## src/drive_word_pkg_status.sv

```systemverilog
`timescale 1ns/10ps
`default_nettype none
package drive_word_pkg;
  // Parameter codes: menu times one hundred plus parameter number
  localparam logic [13:0] CODE_CMD_WORD = 14'd9011;
  localparam logic [13:0] CODE_STATE_WORD = 14'd1040;
  localparam logic [13:0] DC_MAP_LIMIT = 14'd1999;
  // Command word field positions
  localparam int BIT_ENABLE = 0;
  localparam int BIT_SEQ0 = 1;
  localparam int BIT_SEQ1 = 2;
  localparam int BIT_SEQ2 = 3;
  localparam int BIT_TRIP = 4;
  localparam int BIT_PRESET0 = 5;
  localparam int BIT_PRESET1 = 6;
  localparam int BIT_APP0 = 7;
  localparam int BIT_APP1 = 8;
  localparam int BIT_MASK0 = 9;
  localparam int BIT_MASK1 = 10;
  localparam int BIT_MASK2 = 11;
  localparam int BIT_MASK3 = 12;
  localparam int BIT_APP2 = 13;
  localparam int BIT_MASK5 = 14;
  localparam int BIT_MASK6 = 15;
  // Sequencer mode selector values
  localparam logic [2:0] MODE_LOGIC_SEQ = 3'h3;
  localparam logic [2:0] MODE_WIRE_PROOF = 3'h4;
  // Reset values and the default external trip code
  localparam logic [15:0] CMD_RESET = 16'h0000;
  localparam logic [13:0] MAP_RESET = 14'h0000;
  localparam logic [7:0] EXT_TRIP_CODE_DEFAULT = 8'h34;
  // Shown drive state
  typedef enum logic [1:0] {
    SHOW_INHIBIT,
    SHOW_STOPPED,
    SHOW_FORWARD,
    SHOW_REVERSE
  } show_type;
endpackage : drive_word_pkg

// Assembles both forms of the status word one cycle after its inputs
module state_word_builder (
  // Clock and reset
  input wire logic clk,
  input wire logic rst_n,
  // Drive condition bits, healthy at bit 0 up to mains loss at bit 14
  input wire logic [14:0] cond_bits,
  // Indicator status and present trip code for the DC variant
  input wire logic [7:0] led_status,
  input wire logic [7:0] trip_code,
  // Assembled words
  output logic [15:0] state_word,
  output logic [15:0] dc_state_word
);
  import drive_word_pkg::*;

  logic [15:0] state_word_r, state_word_nxt;
  logic [15:0] dc_state_word_r, dc_state_word_nxt;

  // ----------------------------------------
  // Word assembly
  // ----------------------------------------
  // Bit 15 of state_word is unused and reads zero; in dc_state_word it is trip_code bit 7
  always_comb begin
    state_word_nxt = {1'b0, cond_bits};
    dc_state_word_nxt = {trip_code, led_status};
  end

  always_ff @(posedge clk or negedge rst_n) begin
    if (!rst_n) begin
      state_word_r <= CMD_RESET;
      dc_state_word_r <= CMD_RESET;
    end else begin
      state_word_r <= state_word_nxt;
      dc_state_word_r <= dc_state_word_nxt;
    end
  end

  assign state_word = state_word_r;
  assign dc_state_word = dc_state_word_r;
endmodule // state_word_builder
`default_nettype wire

```

## src/drive_control_status_words.sv

```systemverilog
`timescale 1ns/10ps
`default_nettype none
module drive_control_status_words #(
  parameter int NUM_SLOTS = 4,
  parameter bit DC_VARIANT = 1'b0,
  parameter logic [7:0] EXT_TRIP_CODE = drive_word_pkg::EXT_TRIP_CODE_DEFAULT // Value arbitrary
) (
  // Clock and reset
  input wire logic clk,
  input wire logic rst_n,
  // Parameter access port from the network side
  input wire logic acc_wr,
  input wire logic acc_rd,
  input wire logic [13:0] acc_code,
  input wire logic [15:0] acc_wdata,
  output logic [15:0] acc_rdata,
  output logic acc_ack,
  output logic acc_err,
  // Output slot mapping writes
  input wire logic map_wr,
  input wire logic [$clog2(NUM_SLOTS)-1:0] map_slot,
  input wire logic [13:0] map_value,
  output logic map_reject,
  output logic [16*NUM_SLOTS-1:0] slot_words,
  // Drive-side inputs
  input wire logic [2:0] seq_mode,
  input wire logic [14:0] cond_bits,
  input wire logic [7:0] led_status,
  input wire logic [7:0] trip_code,
  // Sequencer parameters
  output logic drive_enable,
  output logic [2:0] seq_bits,
  output logic [1:0] preset_sel,
  output logic [2:0] app_bits,
  output logic run_fwd,
  output logic run_rev,
  output logic jog,
  output logic [1:0] shown_state,
  output logic ext_trip,
  output logic [7:0] ext_trip_code
);
  import drive_word_pkg::*;

  // ----------------------------------------
  // Helpers
  // ----------------------------------------
  // Mask gate: a set mask passes the command bit, a clear one holds
  function automatic logic gated(input logic mask, input logic cmd, input logic held);
    gated = mask ? cmd : held;
  endfunction

  // Mapping values the variant accepts
  function automatic logic map_ok(input logic [13:0] v);
    map_ok = !(DC_VARIANT && (v > DC_MAP_LIMIT));
  endfunction

  // ----------------------------------------
  // Status word source
  // ----------------------------------------
  logic [15:0] state_word;
  logic [15:0] dc_state_word;

  state_word_builder u_state (
    .clk(clk),
    .rst_n(rst_n),
    .cond_bits(cond_bits),
    .led_status(led_status),
    .trip_code(trip_code),
    .state_word(state_word),
    .dc_state_word(dc_state_word)
  );

  // ----------------------------------------
  // Command word state
  // ----------------------------------------
  logic enable_r, enable_nxt;
  logic [2:0] seq_r, seq_nxt;
  logic [1:0] preset_r, preset_nxt;
  logic [2:0] app_r, app_nxt;
  logic trip_r, trip_nxt;
  logic [7:0] code_r, code_nxt;
  logic cmd_write;

  assign cmd_write = acc_wr && (acc_code == CODE_CMD_WORD);

  // Only a write to the command word code moves the targets
  always_comb begin
    enable_nxt = enable_r;
    seq_nxt = seq_r;
    preset_nxt = preset_r;
    app_nxt = app_r;
    trip_nxt = 1'b0;
    if (cmd_write) begin
      enable_nxt = gated(acc_wdata[BIT_MASK0], acc_wdata[BIT_ENABLE], enable_r);
      seq_nxt[0] = gated(acc_wdata[BIT_MASK1], acc_wdata[BIT_SEQ0], seq_r[0]);
      seq_nxt[1] = gated(acc_wdata[BIT_MASK2], acc_wdata[BIT_SEQ1], seq_r[1]);
      seq_nxt[2] = gated(acc_wdata[BIT_MASK3], acc_wdata[BIT_SEQ2], seq_r[2]);
      preset_nxt[0] = gated(acc_wdata[BIT_MASK5], acc_wdata[BIT_PRESET0], preset_r[0]);
      preset_nxt[1] = gated(acc_wdata[BIT_MASK6], acc_wdata[BIT_PRESET1], preset_r[1]);
      app_nxt = {acc_wdata[BIT_APP2], acc_wdata[BIT_APP1], acc_wdata[BIT_APP0]};
      trip_nxt = acc_wdata[BIT_TRIP];
    end
    // Code is registered beside the pulse so the pin comes from a flip-flop
    code_nxt = trip_nxt ? EXT_TRIP_CODE : 8'h00;
  end

  always_ff @(posedge clk or negedge rst_n) begin
    if (!rst_n) begin
      enable_r <= 1'b0;
      seq_r <= 3'h0;
      preset_r <= 2'h0;
      app_r <= 3'h0;
      trip_r <= 1'b0;
      code_r <= 8'h00;
    end else begin
      enable_r <= enable_nxt;
      seq_r <= seq_nxt;
      preset_r <= preset_nxt;
      app_r <= app_nxt;
      trip_r <= trip_nxt;
      code_r <= code_nxt;
    end
  end

  // ----------------------------------------
  // Sequencing decode
  // ----------------------------------------
  // Decoded from the next values so outputs track the word with no extra lag
  logic fwd_r, fwd_nxt;
  logic rev_r, rev_nxt;
  logic jog_r, jog_nxt;
  show_type show_r, show_nxt;

  always_comb begin
    fwd_nxt = 1'b0;
    rev_nxt = 1'b0;
    jog_nxt = 1'b0;
    case (seq_mode)
      MODE_LOGIC_SEQ: begin
        fwd_nxt = seq_nxt[0] && !seq_nxt[2];
        rev_nxt = seq_nxt[0] && seq_nxt[2];
        jog_nxt = seq_nxt[1];
      end
      MODE_WIRE_PROOF: begin
        // Both run bits at once is contradictory, so neither runs
        fwd_nxt = seq_nxt[0] && !seq_nxt[2];
        rev_nxt = seq_nxt[2] && !seq_nxt[0];
        jog_nxt = seq_nxt[1];
      end
      default: begin
        fwd_nxt = 1'b0;
        rev_nxt = 1'b0;
        jog_nxt = 1'b0;
      end
    endcase
    // Disable wins at once; the motor is simply left to coast
    if (!enable_nxt) begin
      fwd_nxt = 1'b0;
      rev_nxt = 1'b0;
      jog_nxt = 1'b0;
    end
    if (!enable_nxt) begin
      show_nxt = SHOW_INHIBIT;
    end else if (rev_nxt) begin
      show_nxt = SHOW_REVERSE;
    end else if (fwd_nxt) begin
      show_nxt = SHOW_FORWARD;
    end else begin
      show_nxt = SHOW_STOPPED;
    end
  end

  always_ff @(posedge clk or negedge rst_n) begin
    if (!rst_n) begin
      fwd_r <= 1'b0;
      rev_r <= 1'b0;
      jog_r <= 1'b0;
      show_r <= SHOW_INHIBIT;
    end else begin
      fwd_r <= fwd_nxt;
      rev_r <= rev_nxt;
      jog_r <= jog_nxt;
      show_r <= show_nxt;
    end
  end

  // ----------------------------------------
  // Parameter reads
  // ----------------------------------------
  logic [15:0] rdata_r, rdata_nxt;
  logic ack_r, ack_nxt;
  logic err_r, err_nxt;

  // Command word is write-only in effect: a read answers with status
  always_comb begin
    rdata_nxt = 16'h0000;
    ack_nxt = acc_wr || acc_rd;
    err_nxt = 1'b0;
    if (acc_rd) begin
      if (acc_code == CODE_CMD_WORD) begin
        rdata_nxt = DC_VARIANT ? dc_state_word : state_word;
      end else if (!DC_VARIANT && (acc_code == CODE_STATE_WORD)) begin
        rdata_nxt = state_word;
      end else begin
        err_nxt = 1'b1;
      end
    end else if (acc_wr && !cmd_write) begin
      err_nxt = 1'b1;
    end
  end

  always_ff @(posedge clk or negedge rst_n) begin
    if (!rst_n) begin
      rdata_r <= 16'h0000;
      ack_r <= 1'b0;
      err_r <= 1'b0;
    end else begin
      rdata_r <= rdata_nxt;
      ack_r <= ack_nxt;
      err_r <= err_nxt;
    end
  end

  // ----------------------------------------
  // Output slot mapping
  // ----------------------------------------
  // Input mappings are not checked for clashes here; that stays with the user
  logic [13:0] map_r [NUM_SLOTS];
  logic [13:0] map_nxt [NUM_SLOTS];
  logic reject_r, reject_nxt;
  logic [16*NUM_SLOTS-1:0] slots_r, slots_nxt;

  always_comb begin
    reject_nxt = 1'b0;
    slots_nxt = '0;
    for (int i = 0; i < NUM_SLOTS; i++) begin
      map_nxt[i] = map_r[i];
    end
    if (map_wr) begin
      if (map_ok(map_value)) begin
        map_nxt[map_slot] = map_value;
      end else begin
        reject_nxt = 1'b1;
      end
    end
    for (int i = 0; i < NUM_SLOTS; i++) begin
      if (map_r[i] == CODE_STATE_WORD) begin
        slots_nxt[16*i +: 16] = state_word;
      end
    end
  end

  always_ff @(posedge clk or negedge rst_n) begin
    if (!rst_n) begin
      for (int i = 0; i < NUM_SLOTS; i++) begin
        map_r[i] <= MAP_RESET;
      end
      reject_r <= 1'b0;
      slots_r <= '0;
    end else begin
      for (int i = 0; i < NUM_SLOTS; i++) begin
        map_r[i] <= map_nxt[i];
      end
      reject_r <= reject_nxt;
      slots_r <= slots_nxt;
    end
  end

  // ----------------------------------------
  // Outputs
  // ----------------------------------------
  assign acc_rdata = rdata_r;
  assign acc_ack = ack_r;
  assign acc_err = err_r;
  assign map_reject = reject_r;
  assign slot_words = slots_r;
  assign drive_enable = enable_r;
  assign seq_bits = seq_r;
  assign preset_sel = preset_r;
  assign app_bits = app_r;
  assign run_fwd = fwd_r;
  assign run_rev = rev_r;
  assign jog = jog_r;
  assign shown_state = show_r;
  assign ext_trip = trip_r;
  assign ext_trip_code = code_r;
endmodule // drive_control_status_words
`default_nettype wire

```

## config.mk

```make
export PLATFORM = sky130hd
export DESIGN_NAME = drive_control_status_words
export DESIGN_NICKNAME = d
export VERILOG_FILES = /design/src/drive_word_pkg_status.sv /design/src/drive_control_status_words.sv
export SDC_FILE = /design/constraint.sdc
export NUM_CORES = 1
export LEC_CHECK = 0
export BUFFER_PORTS_ARGS = -buffer_cell sky130_fd_sc_hd__buf_2
export CAP_MARGIN = 40
export CORE_ASPECT_RATIO = 0.7
export CORE_MARGIN = 10
export CORE_UTILIZATION = 54
export DETAILED_ROUTE_END_ITERATION = 10
export PLACE_DENSITY = 0.91
export SYNTH_ARGS = -nofsm -noshare
export SYNTH_HDL_FRONTEND = slang
export SYNTH_SLANG_ARGS = --single-unit
export TNS_END_PERCENT = 20
```

## constraint.sdc

```tcl
create_clock -name clk -period 5.3 [get_ports clk]
set_input_delay 0.53 -clock clk [delete_from_list [all_inputs] [get_ports clk]]
set_output_delay 0.53 -clock clk [all_outputs]
set_load 0.1 [all_outputs]
```

==> results_dict.tcl, run 1 <==
set metrics [dict create \
    drt_iter0_markers 200 \
    h-tree-depth 4 \
    place_area_mm2 0.006867 \
    layout-drive-gt1-share 0.4836 \
    drt_pre_antenna_iters 4 \
    syn_inst 391 \
    cts-root-buf "clkbuf_16" \
    whs_ns 0.1599 \
    post_cts_buffers 0 \
    layout.nets 651 \
    rows 31 \
    drcViolationCount 0 \
    cap_violations 0 \
    dieArea_mm2 0.01554 \
    instances_no_fill 727 \
    cpLargestDelayFamily "simple AND/OR/NAND/NOR gates" \
    hold_viol_final 0 \
    clock_skew_ns 0.01194 \
    cts_buffers 17 \
    ff2ff_path_depth 5 \
    place_congestion 0.8713 \
    endpoint_kind "flip-flop" \
    cts_buffer_depth 2 \
    finalSetupTns_ns 0 \
    synth-edff-count 0 \
    grt_max_degree 98 \
    outcome "completed" \
    avgSynthCellArea_um2 15.06 \
    required_ns 5.62 \
    grt_pass1_wl_um 22170 \
    detail_route.wl_per_cell_um 20.15 \
    fill_cells 693 \
    cts_tree "built" \
    syn-cell-area_mm2 0.005887 \
    max_slew_margin 0.4107 \
    hold_class "in -> async" \
    critPathKind "in -> reg" \
    cp-start-kind "input pin" \
    track_usage 0.1878 \
    yosys_most_used_dff "dfrtp_1" \
    diodes 0 \
    crit_chain "buf_2, or4b_1, nor4_2, mux2i_1, clkinv_2, nand3_1, nor3b_1" \
    seqCellArea_mm2 0.004079 \
    rsz0062_at_grt "no" \
    viasPerCell 5.267 \
    antenna_found_initial 0 \
    postCtsHoldBufs 0 \
    ant_nets 0 \
    synth.distinct_cells 35 \
    fin_crit_ns 2.114 \
    synthArstFlopShare 1.000 \
    dieHeight_um 107.4 \
    multi_input_area_mm2 0.001723 \
    drt_wl_total_um 14650 \
    grt_pass1_vias 4095 \
    tightest_slew_ns 0.8840 \
    slew_violations 0 \
    clk_latency_ns 0.43 \
    fmax_ghz 0.4730 \
    max_stage_delay_ns 0.64 \
    vias 3829 \
    stdcell_area_mm2 0.007462 \
    dieWidth_um 144.8 \
    worst-path-buf-inv 2 \
    crit_fanout 4 \
    core_area_mm2 0.01051 \
    period_share 0.3989 \
    powerDensity_mw_per_mm2 378.7 \
    clock-sinks 163 \
    worst-r2r-setup-slack_ns 3.29 \
    rr_startpoint "map_r[36]$_DFFE_PN0P_" \
    max-vdd-ir-drop_mv 0.2669 \
    place_inst 695 \
    leakagePower_uw 0.003928 \
    syn_to_final_growth_pct 26.76 \
    ios 191 \
    ys_ff_latch 163 \
    crit_slowest_cell "or4b_1" \
    cts_resized 0 \
    path_clk_slew_ns 0.06 \
    port_buffers 163 \
    reg2reg_to "slot_words[20]$_DFF_PN0_" \
    initial_core_util 0.5601 \
    synth_seq_area_share 0.6929 \
    setup_violations 0 \
    overflow 0 \
    arrival_ns 2.44 \
    postLayoutCoreUtil 0.7099 \
    post-dp-hpwl_um 10430 \
    ys.warnings.count 0 \
]
-- registers in the layout (all words and copies together) (netlist names), 2 cells and up --
name / count
u_state.state_word: 15
seq_bits: 3
app_bits: 3
shown_state: 2
slot_words: 60
map_r: 56
preset_sel: 2
acc_rdata: 15
-- cells in the final DEF (no fill, tap or decap), types with 5 or more instances in the layout --
master and instances:
and2_1 60, and3_1 16, buf_2 162, buf_4 7, clkbuf_16 17, conb_1 11, dfrtp_1 163, inv_6 5
mux2_2 63, nand2_1 8, nor4_2 7, nor4b_1 7
-- per-layer routing --
layer  vias to the layer above  track usage  wire length, µm  share of wire
li1                       1678            -                -              -
met1                      1974       0.2289             6075           0.41
met2                       156       0.3127             7240           0.49
met3                        21      0.05423             1102          0.075
met4                         0      0.06691              231          0.016
met5                         -            0                0              0
-- area by class of cell --
| type | instances | share of cell area |
|---|---|---|
| Inverter | 1 | 0.0006707 |
| Sequential cell | 163 | 0.5466 |
| Timing Repair Buffer | 170 | 0.1172 |
| Clock inverter | 15 | 0.02280 |
| Multi-Input combinational cell | 213 | 0.2309 |
| Clock buffer | 17 | 0.05701 |
| Tap cell | 148 | 0.02482 |
-- stage by stage --
step / power (µW) / worst slack [ns]
5_1_grt: 2928 / 3.092
4_1_cts: 2849 / 3.198
2_1_floorplan: 1529 / 3.058
3_3_place_gp: 1601 / 2.842
6_report: 2826 / 3.186
3_5_place_dp: 1620 / 2.766
-- synthesized netlist by cell type, types with 2 or more instances --
master | instances | area share
a21oi_1 | 2 | 0.0017
and2_1 | 60 | 0.064
and3_1 | 16 | 0.017
buf_4 | 14 | 0.018
clkbuf_1 | 10 | 0.0064
dfrtp_1 | 163 | 0.69
mux2_2 | 63 | 0.12
nand2_1 | 8 | 0.0051
nand3_1 | 2 | 0.0017
nand3b_1 | 3 | 0.0038
nand4_1 | 3 | 0.0032
nand4b_1 | 2 | 0.0030
nor2_1 | 2 | 0.0013
nor2b_1 | 2 | 0.0021
nor3_1 | 2 | 0.0017
nor3b_1 | 3 | 0.0038
nor4_1 | 6 | 0.0064
nor4_2 | 3 | 0.0064
nor4b_1 | 7 | 0.010
or2_2 | 2 | 0.0021
or4_1 | 3 | 0.0038
or4b_1 | 2 | 0.0034
-- cells by family after synthesis --
kind of cell    after synthesis  share of synthesized area
simple gates                132                     0.1511
mux                          64                     0.1222
other cells                   1                  0.0006370
buf+inv                      25                    0.02508
xor+xnor                      1                   0.001488
compound gates                5                   0.006589
flops                       163                     0.6929
-- worst reg2reg max path, cell delays in order, from the launching register on --
cell and delay [ns]:
dfrtp_1 0.38, nor4b_1 0.52, nand2_1 0.14, nor4_2 0.47
buf_4 0.28, and2_1 0.15
-- worst max path at each step --
stage,start,endpoint,cells after the start
final,acc_code[2],shown_state[1]$_DFF_PN0_,7
after global routing,acc_code[2],run_rev$_DFF_PN0_,7
after CTS,acc_code[2],run_rev$_DFF_PN0_,7
after detailed placement,acc_code[2],run_rev$_DFF_PN0_,7
after global placement,acc_code[2],run_rev$_DFF_PN0_,7
after floorplan,acc_code[3],run_rev$_DFF_PN0_,6
-- power breakdown --
part	switching (µW)	leakage [µW]	internal, µW	total, µW
registers	50.5	0.00212	1330	1380
logic	120	0.00152	94.8	215
clock network	521	0.000293	708	1230
total	691	0.00393	2130	2830
No activity file was read; power rests on OpenSTA's default activity.
==> run 2, diff against run 1 <==
- CORE_UTILIZATION: 54 -> 50
- PLACE_DENSITY: 0.91 -> 0.86
- clock period: 5.3 -> 2.2 ns (I/O delays scaled with it)
==> run 2 against run 1 <==
  * Sequential share of layout area decreased by 1.4 points
  * Worst hold slack got worse by 0.12 ns
  * Worst setup slack got worse by 2.7 ns
  * Highest routed layer unchanged
  * Clock skew about the same
==> results_dict.tcl, run 2 (synthesized netlist as in run 1, its figures left out) <==
set metrics [dict create \
    outcome "completed" \
    vias 3784 \
    clock_skew_ns 0.01177 \
    grt_pass1_vias 4253 \
    endpoint_kind "flip-flop" \
    clk_latency_ns 0.41 \
    h-tree-depth 4 \
    core_area_mm2 0.01160 \
    dieArea_mm2 0.01658 \
    drt_iter0_markers 182 \
    stdcell_area_mm2 0.007661 \
    critPathLaunch "map_r[47]$_DFFE_PN0P_" \
    fill_cells 814 \
    diodes 0 \
    cp-start-kind "flip-flop" \
    antenna_found_initial 0 \
    mostFrequentLayoutCell "dfrtp_1" \
    grt_max_degree 68 \
    instances_no_fill 755 \
    cts_resized 0 \
    rows 33 \
    post_cts_buffers 0 \
    place_inst 707 \
    cap_violations 0 \
    place_congestion 0.8935 \
    required_ns 2.55 \
    postCtsHoldBufs 16 \
    p_clk_frac 0.421 \
    track_usage 0.1730 \
    p_comb_frac 0.082 \
    grt_pass1_wl_um 22690 \
    fmax_ghz 0.5896 \
    power_uw 6689 \
    clock-sinks 163 \
    cts_tree "built" \
    switchingPower_uw 1692 \
    hold_start "acc_wdata[7]" \
    drcViolationCount 0 \
    max-vdd-ir-drop_mv 0.6380 \
    setup_violations 0 \
    powerDensity_mw_per_mm2 873.1 \
    path_clk_slew_ns 0.07 \
    viasPerCell 5.012 \
    period_share 0.7710 \
    arrival_ns 2.05 \
    crit_fanout 15 \
    hold_viol_final 0 \
    finalSetupTns_ns 0 \
    tightest_slew_ns 0.7498 \
    dieWidth_um 149.7 \
    ant_nets 0 \
    detail_route.wl_per_cell_um 18.97 \
    largest_reg_flops 60 \
    dieHeight_um 110.8 \
    initial_core_util 0.5074 \
    rsz0062_at_grt "no" \
    place_area_mm2 0.006925 \
    cts_buffers 17 \
    leakagePower_uw 0.004006 \
    syn_to_final_growth_pct 30.14 \
    cts-root-buf "clkbuf_16" \
    port_buffers 163 \
    overflow 0 \
    critPathKind "reg -> reg" \
    rr_startpoint "map_r[47]$_DFFE_PN0P_" \
    ios 191 \
    pwr-share-seq 0.497 \
    postLayoutCoreUtil 0.6603 \
    fin_crit_ns 1.696 \
    layout_common_cells "dfrtp_1, buf_2, mux2_2" \
    p_int_uw 4997 \
    drt_wl_total_um 14320 \
    max_slew_margin 0.4987 \
    layout-drive-gt1-share 0.4732 \
    cts_buffer_depth 2 \
    hold_class "in -> reg" \
    post-dp-hpwl_um 10370 \
    swShare 0.2529 \
    layout.nets 670 \
    drt_pre_antenna_iters 4 \
    slew_violations 0 \
]
[run 2: final cells by class]
class,count,area [µm²],area share
clock inverters,14,136.4,0.01780
well taps,157,196.4,0.02564
flip-flops and latches,163,4079,0.5324
multi-input cells,213,1723,0.2249
inverters,1,5.005,0.0006533
repair buffers,189,1082,0.1413
clock buffers,18,439.2,0.05732
[run 2: worst paths after layout]
path / cells past startpoint / endpoint / slack, ns
worst max register to register: 4 / slot_words[11]$_DFF_PN0_ / 0.50
worst max-delay path: 4 / slot_words[11]$_DFF_PN0_ / 0.50
max in group asynchronous: 3 / u_state.state_word[14]$_DFF_PN0_ / 1.13
worst min-delay path: 2 / app_bits[0]$_DFFE_PN0N_ / 0.04
min in group asynchronous: 2 / slot_words[43]$_DFF_PN0_ / 0.35
worst min register to register: 1 / map_r[2]$_DFFE_PN0P_ / 0.50
[run 2: per-stage QoR]
stage          worst slack (ns)  hold WS [ns]
2_1_floorplan            0.2680      -0.07559
6_report                 0.5038       0.03726
5_1_grt                  0.3217       0.02422
3_5_place_dp             0.1010        0.2324
3_3_place_gp             0.1255        0.2238
4_1_cts                  0.4981       0.02131
[run 2: critical path: stages (launching register included)]
cell,delay [ns]
dfrtp_1,0.38
or4b_1,0.55
nor4_2,0.27
buf_4,0.27
and2_1,0.16
[run 2: power groups by stage]
stage                     Sequential (µW)  Clock [µW]  Combinational (µW)
after floorplan                      3350           0                 331
after global placement               3360           0                 502
after detailed placement             3380           0                 527
after CTS                            3330        2880                 552
after global routing                 3350        3030                 595
final                                3330        2820                 546
[run 2: routing by layer]
layer | GRT usage | part of all wire | vias up
met2 | 0.2744 | 0.48 | 156
li1 | - | - | 1709
met3 | 0.06444 | 0.089 | 14
met4 | 0.05297 | 0.011 | 0
met5 | 0 | 0 | -
met1 | 0.2152 | 0.42 | 1905
==> run 3, diff against run 2 <==
- CORE_UTILIZATION: 50 -> 45
- PLACE_DENSITY: 0.86 -> 0.82
- clock period: 2.2 -> 1.4 ns (I/O delays scaled with it)
==> run 3 against run 2 <==
  * Die area is 9.3% higher
  * Utilization decreased by 1.7 points
  * The run now ends with negative setup slack left
  * Combinational power grew 75%
  * Critical endpoint is now slot_words[62]$_DFF_PN0_
  * Final cell count is 4.0% higher
  * Wire length is 8.2% higher
  * Sequential power is 59% higher
  * Clock power rose by 53%
  * Non-clock buffer count is 24 higher
  * Final area rose by 5.7%
  * Via count grew 3.6%
==> results_dict.tcl, run 3 (synthesized netlist as in run 1, its figures left out) <==
set metrics [dict create \
    postLayoutCoreUtil 0.6433 \
    hold_class "in -> reg" \
    fill_cells 894 \
    slew_violations 0 \
    dieArea_mm2 0.01813 \
    vias 3920 \
    cts-root-buf "clkbuf_16" \
    rows 34 \
    drt_pre_antenna_iters 6 \
    setup_violations 63 \
    cts_tree "built" \
    rr_startpoint "map_r[2]$_DFFE_PN0P_" \
    ff2ff_path_depth 4 \
    dieHeight_um 115.7 \
    switchingPower_uw 2672 \
    drcViolationCount 0 \
    overflow 0 \
    violations "negative setup slack" \
    p_int_uw 7884 \
    critPathLaunch "map_r[2]$_DFFE_PN0P_" \
    layout_common_cells "dfrtp_1, buf_2, mux2_2" \
    grt_max_degree 47 \
    reg2reg_to "slot_words[62]$_DFF_PN0_" \
    post-dp-hpwl_um 11030 \
    hold_start "map_value[1]" \
    instances_no_fill 785 \
    clock_skew_ns 0.01167 \
    detail_route.wl_per_cell_um 19.74 \
    tightest_slew_ns 0.5156 \
    mostFrequentLayoutCell "dfrtp_1" \
    crit_end "slot_words[62]$_DFF_PN0_" \
    cts_buffers 17 \
    clock-sinks 163 \
    ant_nets 0 \
    finalSetupTns_ns -9.687 \
    core_area_mm2 0.01259 \
    fmax_ghz 0.6235 \
    period_share 1.146 \
    outcome "finished, violations left" \
    path_clk_slew_ns 0.07 \
    multi_input_area_mm2 0.001896 \
    critPathKind "reg -> reg" \
    powerDensity_mw_per_mm2 1303 \
    hold_viol_final 0 \
    crit_fanout 8 \
    required_ns 1.75 \
    endpoint_kind "flip-flop" \
    layout.nets 694 \
    syn_to_final_growth_pct 37.60 \
    fin_crit_ns 1.604 \
    place_congestion 0.8729 \
    place_inst 724 \
    largest_reg_flops 60 \
    grt_pass1_wl_um 23830 \
    initial_core_util 0.4675 \
    h-tree-depth 4 \
    cp-start-kind "flip-flop" \
    cap_violations 0 \
    p_comb_frac 0.091 \
    cts_buffer_depth 2 \
    antenna_found_initial 1 \
    max-vdd-ir-drop_mv 0.8621 \
    ios 191 \
    drt_wl_total_um 15500 \
    setup_ws_ns -0.2037 \
    clk_latency_ns 0.42 \
    pwr-share-seq 0.501 \
    arrival_ns 1.95 \
    max_slew_margin 0.6586 \
    swShare 0.2531 \
    port_buffers 163 \
    rsz0062_at_grt "yes" \
    post_cts_buffers 0 \
    track_usage 0.1692 \
    viasPerCell 4.994 \
    grt_pass1_vias 4446 \
    leakagePower_uw 0.004198 \
    worst-r2r-setup-slack_ns -0.20 \
    dieWidth_um 156.7 \
    seqCellArea_mm2 0.004079 \
    drt_iter0_markers 127 \
    layout-drive-gt1-share 0.5129 \
    p_clk_frac 0.408 \
]
## run 3: cell types whose count changed in the layout (fill, tap and decap cells not counted), moves of 5 or more
cell           delta
dlygate4sd3_1    +10
buf_4             +7
nor4_4            +7
nor4b_1           -7
buf_2             -6
nor4_2            -6
nor4b_2           +6
buf_6             +5
clkbuf_4          +5
## run 3: layout make-up
cell class / instances / area share
antenna: 1 / 0.0003089
tap: 162 / 0.02502
multi-input combinational: 213 / 0.2340
timing repair buffer: 213 / 0.1677
clock inverter: 14 / 0.01452
sequential: 163 / 0.5036
inverter: 1 / 0.0006179
clock buffer: 18 / 0.05422
## run 3: worst min path at each step
stage	depth (start not counted)	slack, ns	endpoint
after floorplan	0	-0.16	acc_ack$_DFF_PN0_
after global placement	1	0.08	map_r[13]$_DFFE_PN0P_
after detailed placement	1	0.09	map_r[25]$_DFFE_PN0P_
after CTS	2	0.004	map_r[15]$_DFFE_PN0P_
after global routing	2	0.01	map_r[52]$_DFFE_PN0P_
final	2	0.02	map_r[15]$_DFFE_PN0P_
## run 3: repair_timing
action	4_1_cts	5_1_grt
endpoints found under the hold margin	119	0
pin swaps	17	12
gates resized for setup	26	13
gates cloned	2	0
endpoints found under the setup margin	68	70
hold buffers	26	0
## run 3: metal layers
layer / GRT usage / up-vias / wire [µm]
met4: 0.05831 / 0 / 239
li1: - / 1767 / -
met5: 0 / - / 0
met3: 0.04887 / 22 / 1018
met1: 0.1934 / 1990 / 6403
met2: 0.3002 / 141 / 7836
## run 3: worst max-delay path: stages, from the launching register on
cell and delay [ns]:
dfrtp_1 0.38, or4_4 0.55, nor4_4 0.28, buf_6 0.20, and2_1 0.13
## run 3: power by group through the flow
stage | registers (µW) | logic, µW | clock network [µW]
2_1_floorplan | 5280 | 533 | 0
3_3_place_gp | 5300 | 829 | 0
3_5_place_dp | 5320 | 870 | 0
4_1_cts | 5280 | 961 | 4400
5_1_grt | 5320 | 1040 | 4610
6_report | 5290 | 958 | 4310
## run 3: metrics by stage
stage          hold WS, ns  setup WS, ns  area, µm²  total power (µW)
5_1_grt            0.01248       -0.2686       8100             10970
3_3_place_gp       0.07719       -0.5550       7104              6125
4_1_cts           0.004481       -0.2092       8046             10640
6_report           0.02458       -0.2037       8100             10560
3_5_place_dp       0.09089       -0.6029       7104              6194
2_1_floorplan      -0.1556       -0.4067       5984              5817
